### src/logic/qpv_pkg.sv
package qpv_pkg;

    // ========================================================================
    // Register byte offsets
    localparam logic [7:0]  OFF_CTRL      = 8'h00;
    localparam logic [7:0]  OFF_STATUS    = 8'h04;
    localparam logic [7:0]  OFF_POSITION  = 8'h08;
    localparam logic [7:0]  OFF_LIMIT     = 8'h0C;
    localparam logic [7:0]  OFF_PERIOD    = 8'h10;
    localparam logic [7:0]  OFF_TIMER     = 8'h14;
    localparam logic [7:0]  OFF_VELOCITY  = 8'h18;
    localparam logic [7:0]  OFF_RUNNING   = 8'h1C;
    localparam logic [7:0]  OFF_INT_MASK  = 8'h20;
    localparam logic [7:0]  OFF_INT_RAW   = 8'h24;
    localparam logic [7:0]  OFF_INT_MSKD  = 8'h28;

    // ========================================================================
    // Control fields
    localparam int          CTRL_W        = 9;
    localparam int          CTRL_EN       = 0;
    localparam int          CTRL_BOTH     = 1;
    localparam int          CTRL_IDXRST   = 2;
    localparam int          CTRL_STEPDIR  = 3;
    localparam int          CTRL_SWAP     = 4;
    localparam int          CTRL_VELEN    = 5;
    localparam int          CTRL_DIV_LSB  = 6;
    localparam int          DIV_W         = 3;
    localparam int          PRE_W         = 7;

    // ========================================================================
    // Status and event fields
    localparam int          STAT_ERR      = 0;
    localparam int          STAT_REV      = 1;
    localparam int          EV_W          = 4;
    localparam int          EV_INDEX      = 0;
    localparam int          EV_TIMER      = 1;
    localparam int          EV_DIR        = 2;
    localparam int          EV_ERROR      = 3;

    // ========================================================================
    // Reset values
    localparam logic [8:0]  CTRL_RST      = 9'h000;
    localparam logic [31:0] POS_RST       = 32'h0000_0000;
    localparam logic [31:0] LIMIT_RST     = 32'hFFFF_FFFF;
    localparam logic [31:0] PERIOD_RST    = 32'h0000_0000;
    localparam logic [3:0]  MASK_RST      = 4'h0;

endpackage : qpv_pkg

### src/logic/quadrature_position_velocity.sv
// Our own choices: the register offsets and the Wishbone slave port.
`timescale 1ns/1ns
`default_nettype none

module quadrature_position_velocity (
    input  wire logic        clk_sys,
    input  wire logic        rst,
    input  wire logic        wb_cyc_i,
    input  wire logic        wb_stb_i,
    input  wire logic        wb_we_i,
    input  wire logic [7:0]  wb_adr_i,
    input  wire logic [3:0]  wb_sel_i,
    input  wire logic [31:0] wb_dat_i,
    output logic      [31:0] wb_dat_o,
    output logic             wb_ack_o,
    input  wire logic        encoder_channel_first,
    input  wire logic        encoder_channel_second,
    input  wire logic        encoder_index,
    output logic             irq_o
);

    // ========================================================================
    // State
    typedef struct packed {
        logic [8:0]  ctrl;
        logic [31:0] pos;
        logic [31:0] limit;
        logic [31:0] period;
        logic [31:0] timer;
        logic [31:0] vel;
        logic [31:0] accum;
        logic [6:0]  pre;
        logic [3:0]  mask;
        logic [3:0]  raw;
        logic        a_prev;
        logic        b_prev;
        logic        idx_prev;
        logic        dir_rev;
        logic        ack;
        logic        irq;
        logic [31:0] rdat;
    } state_t;

    state_t s_q;
    state_t s_d;

    function automatic logic [31:0] merge(input logic [31:0] old,
                                          input logic [31:0] wdat,
                                          input logic [3:0]  sel);
        logic [31:0] r;
        r = old;
        for (int i = 0; i < 4; i++) begin
            if (sel[i]) begin
                r[8*i +: 8] = wdat[8*i +: 8];
            end
        end
        return r;
    endfunction : merge

    function automatic logic [31:0] pos_step(input logic [31:0] pos,
                                             input logic [31:0] lim,
                                             input logic        rev);
        if (rev) begin
            return (pos == 32'h0000_0000) ? lim : pos - 32'h0000_0001;
        end
        return (pos >= lim) ? 32'h0000_0000 : pos + 32'h0000_0001;
    endfunction : pos_step

    // ========================================================================
    // Input synchronisation
    logic [2:0] pins_s;

    pin_sync #(
        .W   (3)
    ) u_sync (
        .clk_sys (clk_sys),
        .rst     (rst),
        .pin     ({encoder_index, encoder_channel_second, encoder_channel_first}),
        .sync    (pins_s)
    );

    // ========================================================================
    // Decoding
    logic        en;
    logic        phase;
    logic        a_in;
    logic        b_in;
    logic        a_old;
    logic        b_old;
    logic        idx_in;
    logic        a_chg;
    logic        b_chg;
    logic        both_chg;
    logic        step;
    logic        step_rev;
    logic        idx_rise;
    logic        idx_load;
    logic        dir_chg;
    logic        vel_on;
    logic [6:0]  div_mask;
    logic        emit;
    logic        expire;
    logic [3:0]  events;

    assign en       = s_q.ctrl[qpv_pkg::CTRL_EN];
    assign phase    = !s_q.ctrl[qpv_pkg::CTRL_STEPDIR];
    assign a_in     = s_q.ctrl[qpv_pkg::CTRL_SWAP] ? pins_s[1] : pins_s[0];
    assign b_in     = s_q.ctrl[qpv_pkg::CTRL_SWAP] ? pins_s[0] : pins_s[1];
    assign idx_in   = pins_s[2];
    // History holds the pins unswapped, so flipping the swap bit is never an edge
    assign a_old    = s_q.ctrl[qpv_pkg::CTRL_SWAP] ? s_q.b_prev : s_q.a_prev;
    assign b_old    = s_q.ctrl[qpv_pkg::CTRL_SWAP] ? s_q.a_prev : s_q.b_prev;
    assign a_chg    = a_in ^ a_old;
    assign b_chg    = b_in ^ b_old;
    assign both_chg = en & phase & a_chg & b_chg;
    // A double change carries no direction, so quadrature mode never counts it
    assign step     = phase
                    ? en & !both_chg & (a_chg | (s_q.ctrl[qpv_pkg::CTRL_BOTH] & b_chg))
                    : en & a_in & !a_old;
    // Forward when the first channel leads the second, or the second leads the first with the swap bit set
    assign step_rev = phase ? (a_chg ? (a_in == b_in) : (a_in != b_in))
                            : b_in;
    assign idx_rise = en & idx_in & !s_q.idx_prev;
    assign idx_load = idx_rise & s_q.ctrl[qpv_pkg::CTRL_IDXRST];
    assign dir_chg  = step & (step_rev != s_q.dir_rev);
    assign vel_on   = en & s_q.ctrl[qpv_pkg::CTRL_VELEN];
    assign div_mask = 7'((8'h01 << s_q.ctrl[qpv_pkg::CTRL_DIV_LSB +: qpv_pkg::DIV_W]) - 8'h01);
    assign emit     = vel_on & step & ((s_q.pre & div_mask) == div_mask);
    assign expire   = vel_on & (s_q.period != 32'h0000_0000)
                    & (s_q.timer == 32'h0000_0000);

    always_comb begin
        events = 4'h0;
        events[qpv_pkg::EV_INDEX] = idx_rise;
        events[qpv_pkg::EV_TIMER] = expire;
        events[qpv_pkg::EV_DIR]   = dir_chg;
        events[qpv_pkg::EV_ERROR] = both_chg;
    end

    // ========================================================================
    // Bus decode
    logic        req;
    logic        wr_take;
    logic [3:0]  clr_bits;
    logic [31:0] rd_mux;

    assign req      = wb_cyc_i & wb_stb_i;
    // Writes land on the edge where the master sees ack
    assign wr_take  = req & wb_we_i & s_q.ack;
    assign clr_bits = (wr_take && wb_adr_i == qpv_pkg::OFF_INT_MSKD && wb_sel_i[0])
                    ? wb_dat_i[3:0] : 4'h0;

    always_comb begin
        rd_mux = 32'h0000_0000;
        case (wb_adr_i)
            qpv_pkg::OFF_CTRL:     rd_mux = {23'h000000, s_q.ctrl};
            qpv_pkg::OFF_STATUS:   rd_mux = {30'h00000000, s_q.dir_rev,
                                             s_q.raw[qpv_pkg::EV_ERROR]};
            qpv_pkg::OFF_POSITION: rd_mux = s_q.pos;
            qpv_pkg::OFF_LIMIT:    rd_mux = s_q.limit;
            qpv_pkg::OFF_PERIOD:   rd_mux = s_q.period;
            qpv_pkg::OFF_TIMER:    rd_mux = s_q.timer;
            qpv_pkg::OFF_VELOCITY: rd_mux = s_q.vel;
            qpv_pkg::OFF_RUNNING:  rd_mux = s_q.accum;
            qpv_pkg::OFF_INT_MASK: rd_mux = {28'h0000000, s_q.mask};
            qpv_pkg::OFF_INT_RAW:  rd_mux = {28'h0000000, s_q.raw};
            qpv_pkg::OFF_INT_MSKD: rd_mux = {28'h0000000, s_q.raw & s_q.mask};
            default:               rd_mux = 32'h0000_0000;
        endcase
    end

    // ========================================================================
    // Next state
    always_comb begin
        s_d = s_q;

        s_d.ack  = req & !s_q.ack;
        s_d.rdat = (req & !s_q.ack) ? rd_mux : 32'h0000_0000;

        if (wr_take) begin
            case (wb_adr_i)
                qpv_pkg::OFF_CTRL:     s_d.ctrl   = 9'(merge({23'h000000, s_q.ctrl},
                                                             wb_dat_i, wb_sel_i));
                qpv_pkg::OFF_LIMIT:    s_d.limit  = merge(s_q.limit, wb_dat_i, wb_sel_i);
                qpv_pkg::OFF_PERIOD:   s_d.period = merge(s_q.period, wb_dat_i, wb_sel_i);
                qpv_pkg::OFF_INT_MASK: s_d.mask   = wb_sel_i[0] ? wb_dat_i[3:0] : s_q.mask;
                default:               s_d.ctrl   = s_q.ctrl;
            endcase
        end

        // Edge history tracks even while disabled, so enabling adds no edge
        s_d.a_prev   = pins_s[0];
        s_d.b_prev   = pins_s[1];
        s_d.idx_prev = idx_in;

        if (step) begin
            s_d.dir_rev = step_rev;
        end

        if (wr_take && wb_adr_i == qpv_pkg::OFF_POSITION) begin
            s_d.pos = merge(s_q.pos, wb_dat_i, wb_sel_i);
        end else if (idx_load) begin
            s_d.pos = step_rev & step | (!step & s_q.dir_rev)
                    ? s_q.limit
                    : 32'h0000_0000;
        end else if (step) begin
            s_d.pos = pos_step(s_q.pos, s_q.limit, step_rev);
        end

        if (!vel_on) begin
            s_d.pre   = 7'h00;
            s_d.accum = 32'h0000_0000;
            s_d.timer = (s_q.period == 32'h0000_0000) ? 32'h0000_0000
                                                      : s_q.period - 32'h0000_0001;
        end else begin
            if (step) begin
                s_d.pre = s_q.pre + 7'h01;
            end
            if (expire) begin
                s_d.vel   = s_q.accum + {31'h00000000, emit};
                s_d.accum = 32'h0000_0000;
                s_d.timer = s_q.period - 32'h0000_0001;
            end else begin
                s_d.accum = s_q.accum + {31'h00000000, emit};
                s_d.timer = (s_q.timer == 32'h0000_0000) ? 32'h0000_0000
                                                         : s_q.timer - 32'h0000_0001;
            end
        end

        // A new event in the clearing cycle wins over the clear
        s_d.raw = (s_q.raw & ~clr_bits) | events;
        s_d.irq = |(s_q.raw & s_q.mask);
    end

    always_ff @(posedge clk_sys) begin
        if (rst) begin
            s_q        <= '0;
            s_q.ctrl   <= qpv_pkg::CTRL_RST;
            s_q.pos    <= qpv_pkg::POS_RST;
            s_q.limit  <= qpv_pkg::LIMIT_RST;
            s_q.period <= qpv_pkg::PERIOD_RST;
            s_q.mask   <= qpv_pkg::MASK_RST;
        end else begin
            s_q <= s_d;
        end
    end

    assign wb_ack_o = s_q.ack;
    assign wb_dat_o = s_q.rdat;
    assign irq_o    = s_q.irq;
endmodule : quadrature_position_velocity

`default_nettype wire

### src/logic/pin_sync.sv
`timescale 1ns/1ns
`default_nettype none

module pin_sync #(
    parameter int W = 3
) (
    input  wire logic         clk_sys,
    input  wire logic         rst,
    input  wire logic [W-1:0] pin,
    output logic      [W-1:0] sync
);

    logic [W-1:0] meta_q;
    logic [W-1:0] sync_q;

    // First stage feeds only the second stage
    always_ff @(posedge clk_sys) begin
        if (rst) begin
            meta_q <= '0;
            sync_q <= '0;
        end else begin
            meta_q <= pin;
            sync_q <= meta_q;
        end
    end

    assign sync = sync_q;

endmodule : pin_sync

`default_nettype wire

### config.mk
export PLATFORM = sky130hd
export DESIGN_NAME = quadrature_position_velocity
export DESIGN_NICKNAME = d
export VERILOG_FILES = /design/src/logic/qpv_pkg.sv /design/src/logic/quadrature_position_velocity.sv /design/src/logic/pin_sync.sv
export SDC_FILE = /design/constraint.sdc
export NUM_CORES = 1
export LEC_CHECK = 0
export BUFFER_PORTS_ARGS = -buffer_cell sky130_fd_sc_hd__clkbuf_2
export CORE_ASPECT_RATIO = 1.75
export CORE_MARGIN = 2
export CORE_UTILIZATION = 65
export CTS_BUF_LIST = sky130_fd_sc_hd__clkbuf_8
export DETAILED_ROUTE_END_ITERATION = 10
export GPL_TIMING_DRIVEN = 0
export MAX_ROUTING_LAYER = met4
export PLACE_DENSITY = 0.93
export SYNTH_ARGS = -nofsm -noshare
export SYNTH_HDL_FRONTEND = slang
export SYNTH_SLANG_ARGS = --single-unit
export TNS_END_PERCENT = 50
### constraint.sdc
create_clock -name clk_sys -period 7.7 [get_ports clk_sys]
set_input_delay 0.385 -clock clk_sys [delete_from_list [all_inputs] [get_ports clk_sys]]
set_output_delay 0.385 -clock clk_sys [all_outputs]
set_load 0.05 [all_outputs]
; ---- Yosys cells after proc, flatten, opt, wreduce, memory -nomap -nowiden
; Cells that the tools add are included.
[word_totals]
register_bits = 260
in_bits = 52
output_inout_bits = 34
wordCells = 154
[op_classes]
n_addsub = 7
magnitude_cmp = 1
n_eq_ne = 18
n_shift = 1
n_mux = 29
n_bitwise = 34
reduce_logical = 35
[ops]
columns = operator, count
row1 = $mux 32, 12
row2 = $pmux 32 s11, 1
row3 = $logic_not 32->1, 3
row4 = $sub 32x1->32 const B, 3
row5 = $reduce_and 3->1, 11
row6 = $add 32x1->32, 1
row7 = $add 32x1->32 const B, 1
row8 = $eq 8x5->1 const B, 4
row9 = $ge 32x32->1, 1
row10 = $mux 8, 4
row11 = $reduce_bool 32->1, 1
row12 = $eq 8x6->1 const B, 3
row13 = $and 1x1->1, 23
row14 = $eq 8x4->1 const B, 2
row15 = $mux 1, 11
row16 = $reduce_and 2->1, 5
row17 = $and 4x4->4, 2
row18 = $eq 8x3->1 const B, 1
row19 = $logic_not 8->1, 1
row20 = $ne 2x2->1 const B, 4
row21 = $add 7x1->7 const B, 1
row22 = $and 7x7->7, 1
row23 = $eq 7x7->1, 1
row24 = $shl 1x3->7 const A, 1
row25 = 15 further kinds, 27

; ---- Logic depth before layout (Yosys ltp)
[logic_depth]
depth_word = 15
mapped_depth = 19
mapped_depth_nobuf = 17

; ---- Hierarchy
; Synthesis repeated with hierarchy kept, for this count alone.
[hier_totals]
cells_unflattened = 1818
area_unflattened_um2 = 14640.3
[by_module_without_submodules]
columns = module, instances, cells_each, area_per_inst_um2, seq_area_each_um2
row1 = quadrature_position_velocity, 1, 1806, 14482.6, 5084.9
row2 = pin_sync, 1, 12, 157.7, 120.1

; ---- Worst setup path after synthesis
; Ideal clock, no wire load.
[synth_path]
path_type = reg-to-reg
start = register s_q[253] (netlist bit)
end = register s_q[113] (netlist bit)
setup_ns = 0.086
t_arrival_ns = 3.470
required_time_ns = 7.614
slack_ns = 4.144
stages_incl_launch_ff = 20
path_buffers = 2
period_less_slack_ns = 3.556
cell_sequence = dfxtp_1 -> clkbuf_1 -> nor3_1 -> inv_1 -> ha_1 -> clkbuf_1 -> xor2_1 -> o21ai_0 -> a221oi_1 -> o22ai_1 -> nor3_1 -> ha_1 -> ha_1 -> and4_1 -> nor2b_1 -> nand2_1 -> nor3_1 -> nand3_1 -> xor2_1 -> a211oi_1
[synth_via]
elab_chain_len = 6
[synth_lines]
columns = item, line
row1 = start: declaration, quadrature_position_velocity.sv:44  ; state_t s_q;
row2 = $shl 1x3->7 (*), quadrature_position_velocity.sv:127  ; assign div_mask = 7'((8'h01 << s_q.ctrl[qpv_pkg::CTRL_DIV_LSB +: qpv_pkg::DIV_W]) - 8'h01);
row3 = $sub 7x1->7 (*), quadrature_position_velocity.sv:127
row4 = $and 7x7->7, quadrature_position_velocity.sv:128  ; assign emit = vel_on & step & ((s_q.pre & div_mask) == div_mask);
row5 = $eq 7x7->1 (*), quadrature_position_velocity.sv:128
row6 = $and 1x1->1 (*), quadrature_position_velocity.sv:128
row7 = $add 32x1->32 (*), quadrature_position_velocity.sv:220  ; s_d.vel = s_q.accum + {31'h00000000, emit};
; Every way passes the cells marked *; elsewhere a longest branch is shown, timed or not.
; A chain may end at the register's enable or synchronous reset.

; ---- Worst setup path after layout
[layout_path]
start = register u_sync.sync_q[0], in the netlist u_sync.sync[0]
end = register s_q[115] (netlist bit)
[layout_via]
elab_chain_len = 11
elab_cells_between_ends = 17
cone_classes = add/sub: 1 / mux: 3 / bitwise: 12 / reduce/logical: 1
[layout_lines]
columns = item, line
row1 = start: declaration, pin_sync.sv:14  ; logic [W-1:0] sync_q;
row2 = start signal: assignment, pin_sync.sv:23  ; sync_q <= meta_q;
row3 = $mux 1, quadrature_position_velocity.sv:107  ; assign a_in = s_q.ctrl[qpv_pkg::CTRL_SWAP] ? pins_s[1] : pins_s[0];
row4 = $xor 1x1->1, quadrature_position_velocity.sv:113  ; assign a_chg = a_in ^ a_old;
row5 = $and 1x1->1 (2 in a row), quadrature_position_velocity.sv:115  ; assign both_chg = en & phase & a_chg & b_chg;
row6 = $logic_not 1->1, quadrature_position_velocity.sv:118  ; ? en & !both_chg & (a_chg | (s_q.ctrl[qpv_pkg::CTRL_BOTH] & b_chg))
row7 = $and 1x1->1 (2 in a row), quadrature_position_velocity.sv:118
row8 = $mux 1 (*), quadrature_position_velocity.sv:118
row9 = $and 1x1->1 (*) (2 in a row), quadrature_position_velocity.sv:128
row10 = $add 32x1->32 (*), quadrature_position_velocity.sv:220
; Marked as above.

==> metrics.md <==
| Metric | Value |
|---|---|
| Port bufs | 84 |
| ANT cells | 0 |
| Core footprint | between 20,000 and 25,000 um^2 |
| Max incr delay on CP | ~0.63 ns |
| TritonCTS clock tree | done |
| Clk sinks | 260 |
| Period utilization | just under 70% |
| Synth-to-Final Area Change | 10.6% |
| H-tree depth | 2 |
| Slew Viols, Final | 0 |
| Hold_ws | 0.0179 ns |
| WL final | around 62 mm |
| Placed cells | around 2,300 |
| Startpoint Class | flop |
| Finished Cell Area | about 17,000 um^2 |
| Util after Layout | between 70% and 80% |
| DR vias | between 15,000 and 20,000 |
| Setup violators final | 0 |
| Leakage power | 6.94 nW |
| Pre-antenna DRT Iters | 6 |
| Ratio of cells with drive above 1 in the final layout | 12.8% |
| Multi-input logic area | 9320 um^2 |
| Fillers | approximately 1,900 |
| Total CTS buffers | 38 |
| Max cap viols | 0 |
| Die Y | 209 um |
| Critical path arrival | roughly 5.8 ns |
| Mapped Avg Cell Area | 8.10 um^2 |
| Worst-margin pin slew | between 1 and 1.5 ns |
| DRT iter0 DRCs | 2,189 |
| DIE AREA | 25,300 um^2 |
| Worst path required time | between 8 and 9 ns |
| HPWL after detailed placement | 47.2 mm |
| Overflow after GRT | 0 |
| Cell Pwr Density | 158 nW/um^2 |
| Worst vdd ir | 0.112 mV |
| Initial antenna violation count | 0 |
| Post-cts resize count | 0 |
| FF+latch count, synth | 260 |
| Gate power share | 4.3% |
| Worst-path cell chain | xor2_1, mux2i_1, and3_1, clkbuf_1, o21ai_0, nor3_1, ha_1, ha_1, and4_1, nor2b_1, nand2_1, nor3_1, nand3_1, xor2_1, a211oi_1 |
| Starting Density | 65.7% |
| R2r setup slk | 2.36 ns |
| CP max stage cell | nor3_1 |
| Wire length per cell | 26.2 um |
| Post-Synthesis Cells | roughly 1,900 |
| Clock latency on the worst-skew pair | ~0.58 ns |
| CP endpoint kind | flop |
| Setup bufs post-CTS | 0 |
| Final Non-Filler Cells | 2,385 |
| Buf/Inv on CP | 1 |
| CTS Buffer Depth | 3 |
| CTS clk-pin slew, worst paths | 0.07 ns |
| All-Layer GR Usage | between 40% and 50% |
| Largest net degree at the start of global routing | 11 |
| Clock skew | approximately 0.02 ns |
| Setup slack after layout | 2.36 ns |
| Minimum clock period after layout | 5.34 ns |
| CP max FO | 9 |
| DP Worst Slack | 2.66 ns |
| Distinct cell type count of the synthesized netlist | 86 |
| Placer Congestion | 1.12 |
| Cell taking the most area after synthesis | dfxtp_1 |
| Share of the synthesized area in the top cell type | 33.4% |
| Unrepaired setup endpoints after global routing | false |
| FFs w/ async S/R, synth | 0% |
| Run status | finished, final reports clean |
| Avg Vias per Cell | 7.07 |
| Clk pwr share | 46.1% |
| Switching Fraction | 24.2% |
| Vias in the first global route | 16,200 |
| Total power | 2.72 mW |
| Seq/Total Area, Yosys | 33.4% |
| Setup_tns | 0 ns |
| Rows | 75 |
| Commonest register cell after synthesis | dfxtp_1 |
| Final ANT Viol Nets | 0 |
| Synth Cell Area | about 16,000 um^2 |
| Die X | 121 um |
| P_sw | 0.658 mW |
| Max-slew headroom | 3.58% |
| DP Area | 16,400 um^2 |
| Fin. Hold Viols | 0 |
| Internal Power | ~2.1 mW |
| Post-CTS Hold Buffers | 0 |
| Num ports | 86 |
| Commonest cells post-synth | dfxtp_1, nand2_1, nor2_1 |
| Post-synth EDFFs | 0 |
| First-pass GRT wire length | 93.0 mm |
| Synth warn | 0 |
| Final nets | about 2,100 |
| DRC errors left | 0 |
| Seq pwr share | 49.5% |
| Kind of path behind the tightest hold check | input port to flop |
| Sequential Area | 5200 um^2 |
| CTS Root Cell | clkbuf_8 |
| Leading post-synthesis cells by cell area | dfxtp_1, nand2_1, xnor2_1 |
| Crit path kind | flop to flop |
| Max Fclk | between 150 and 200 MHz |
| Post-Syn Nets | 2,019 |
| CP top delay family | simple AND/OR/NAND/NOR gates |
| Most used standard cell by instance count after synthesis | dfxtp_1 |
[worst paths after layout]
| kind | cells past startpoint | end | startpoint |
|---|---|---|---|
| max reg2reg | 15 | s_q[115] | u_sync.sync[0] |
| max | 15 | s_q[115] | u_sync.sync[0] |
| min reg2reg | 1 | u_sync.sync[0] | u_sync.meta_q[0] |
| min | 2 | u_sync.meta_q[0] | encoder_channel_first |
[per-layer routing]
layer	routed length [um]	track usage [%]	vias to the layer above
met1	20400	52.2	7715
met5	0	-	-
met2	28700	77.4	1389
met4	6920	44.6	0
li1	-	-	7249
met3	6420	10.2	499
[kinds of logic after synthesis]
logic type               after synthesis  synth area share (%)
AND/OR/NAND/NOR                      789                  26.3
AO/OA/AOI/OAI                        438                  20.7
flip-flops                           260                  33.4
buffers and inverters                235                  6.97
XOR/XNOR                             137                  7.69
adder cells (fa/ha/maj)               41                  3.29
multiplexers                          26                  1.68
[final cells by class]
type / instances / area share (%)
buffer: 180 / 5.10
clock buffer: 50 / 3.99
clock inverter: 17 / 0.920
inverter: 55 / 1.20
multi-input combinational: 1431 / 54.0
sequential: 260 / 30.1
tap: 308 / 2.23
timing repair buffer: 84 / 2.44
[power groups by stage]
stage	combinational (mW)	sequential (mW)	clock (mW)
2_1_floorplan	0.0535	1.38	0
3_3_place_gp	0.110	1.38	0
3_5_place_dp	0.111	1.38	0
4_1_cts	0.111	1.35	1.24
5_1_grt	0.121	1.35	1.30
6_report	0.118	1.35	1.26
[placed cells by master, fill, tap and decap left out, types with 10 or more instances in the layout]
cell type | synthesis | routed
a211oi_1 | 41 | 41
a21oi_1 | 78 | 78
a221oi_1 | 18 | 18
a222oi_1 | 14 | 14
a22oi_1 | 80 | 80
a31oi_1 | 42 | 42
and2_1 | 10 | 10
and3_1 | 17 | 17
and4_1 | 11 | 11
buf_2 | 16 | 16
buf_4 | 39 | 39
clkbuf_1 | 113 | 113
clkbuf_2 | 1 | 85
clkbuf_8 | 0 | 50
dfxtp_1 | 260 | 260
ha_1 | 41 | 41
inv_1 | 55 | 63
mux2i_1 | 24 | 24
nand2_1 | 220 | 220
nand2b_1 | 15 | 15
nand3_1 | 74 | 74
nand3b_1 | 41 | 41
nand4_1 | 30 | 30
nor2_1 | 185 | 185
nor2b_1 | 14 | 14
nor3_1 | 52 | 52
nor4_1 | 29 | 28
nor4_2 | 10 | 11
o211ai_1 | 14 | 14
o21ai_0 | 32 | 32
o22ai_1 | 12 | 12
o22ai_2 | 20 | 20
or3_1 | 28 | 28
xnor2_1 | 86 | 86
xor2_1 | 51 | 51
[registers in the layout, summed over array words and instances, names as in the netlist]
register	cells
wb_dat_o	32
wb_ack_o	1
u_sync.meta_q	3
s_q	219
u_sync.sync	3
irq_o	1
en	1
(Power assumes the default switching activity.)
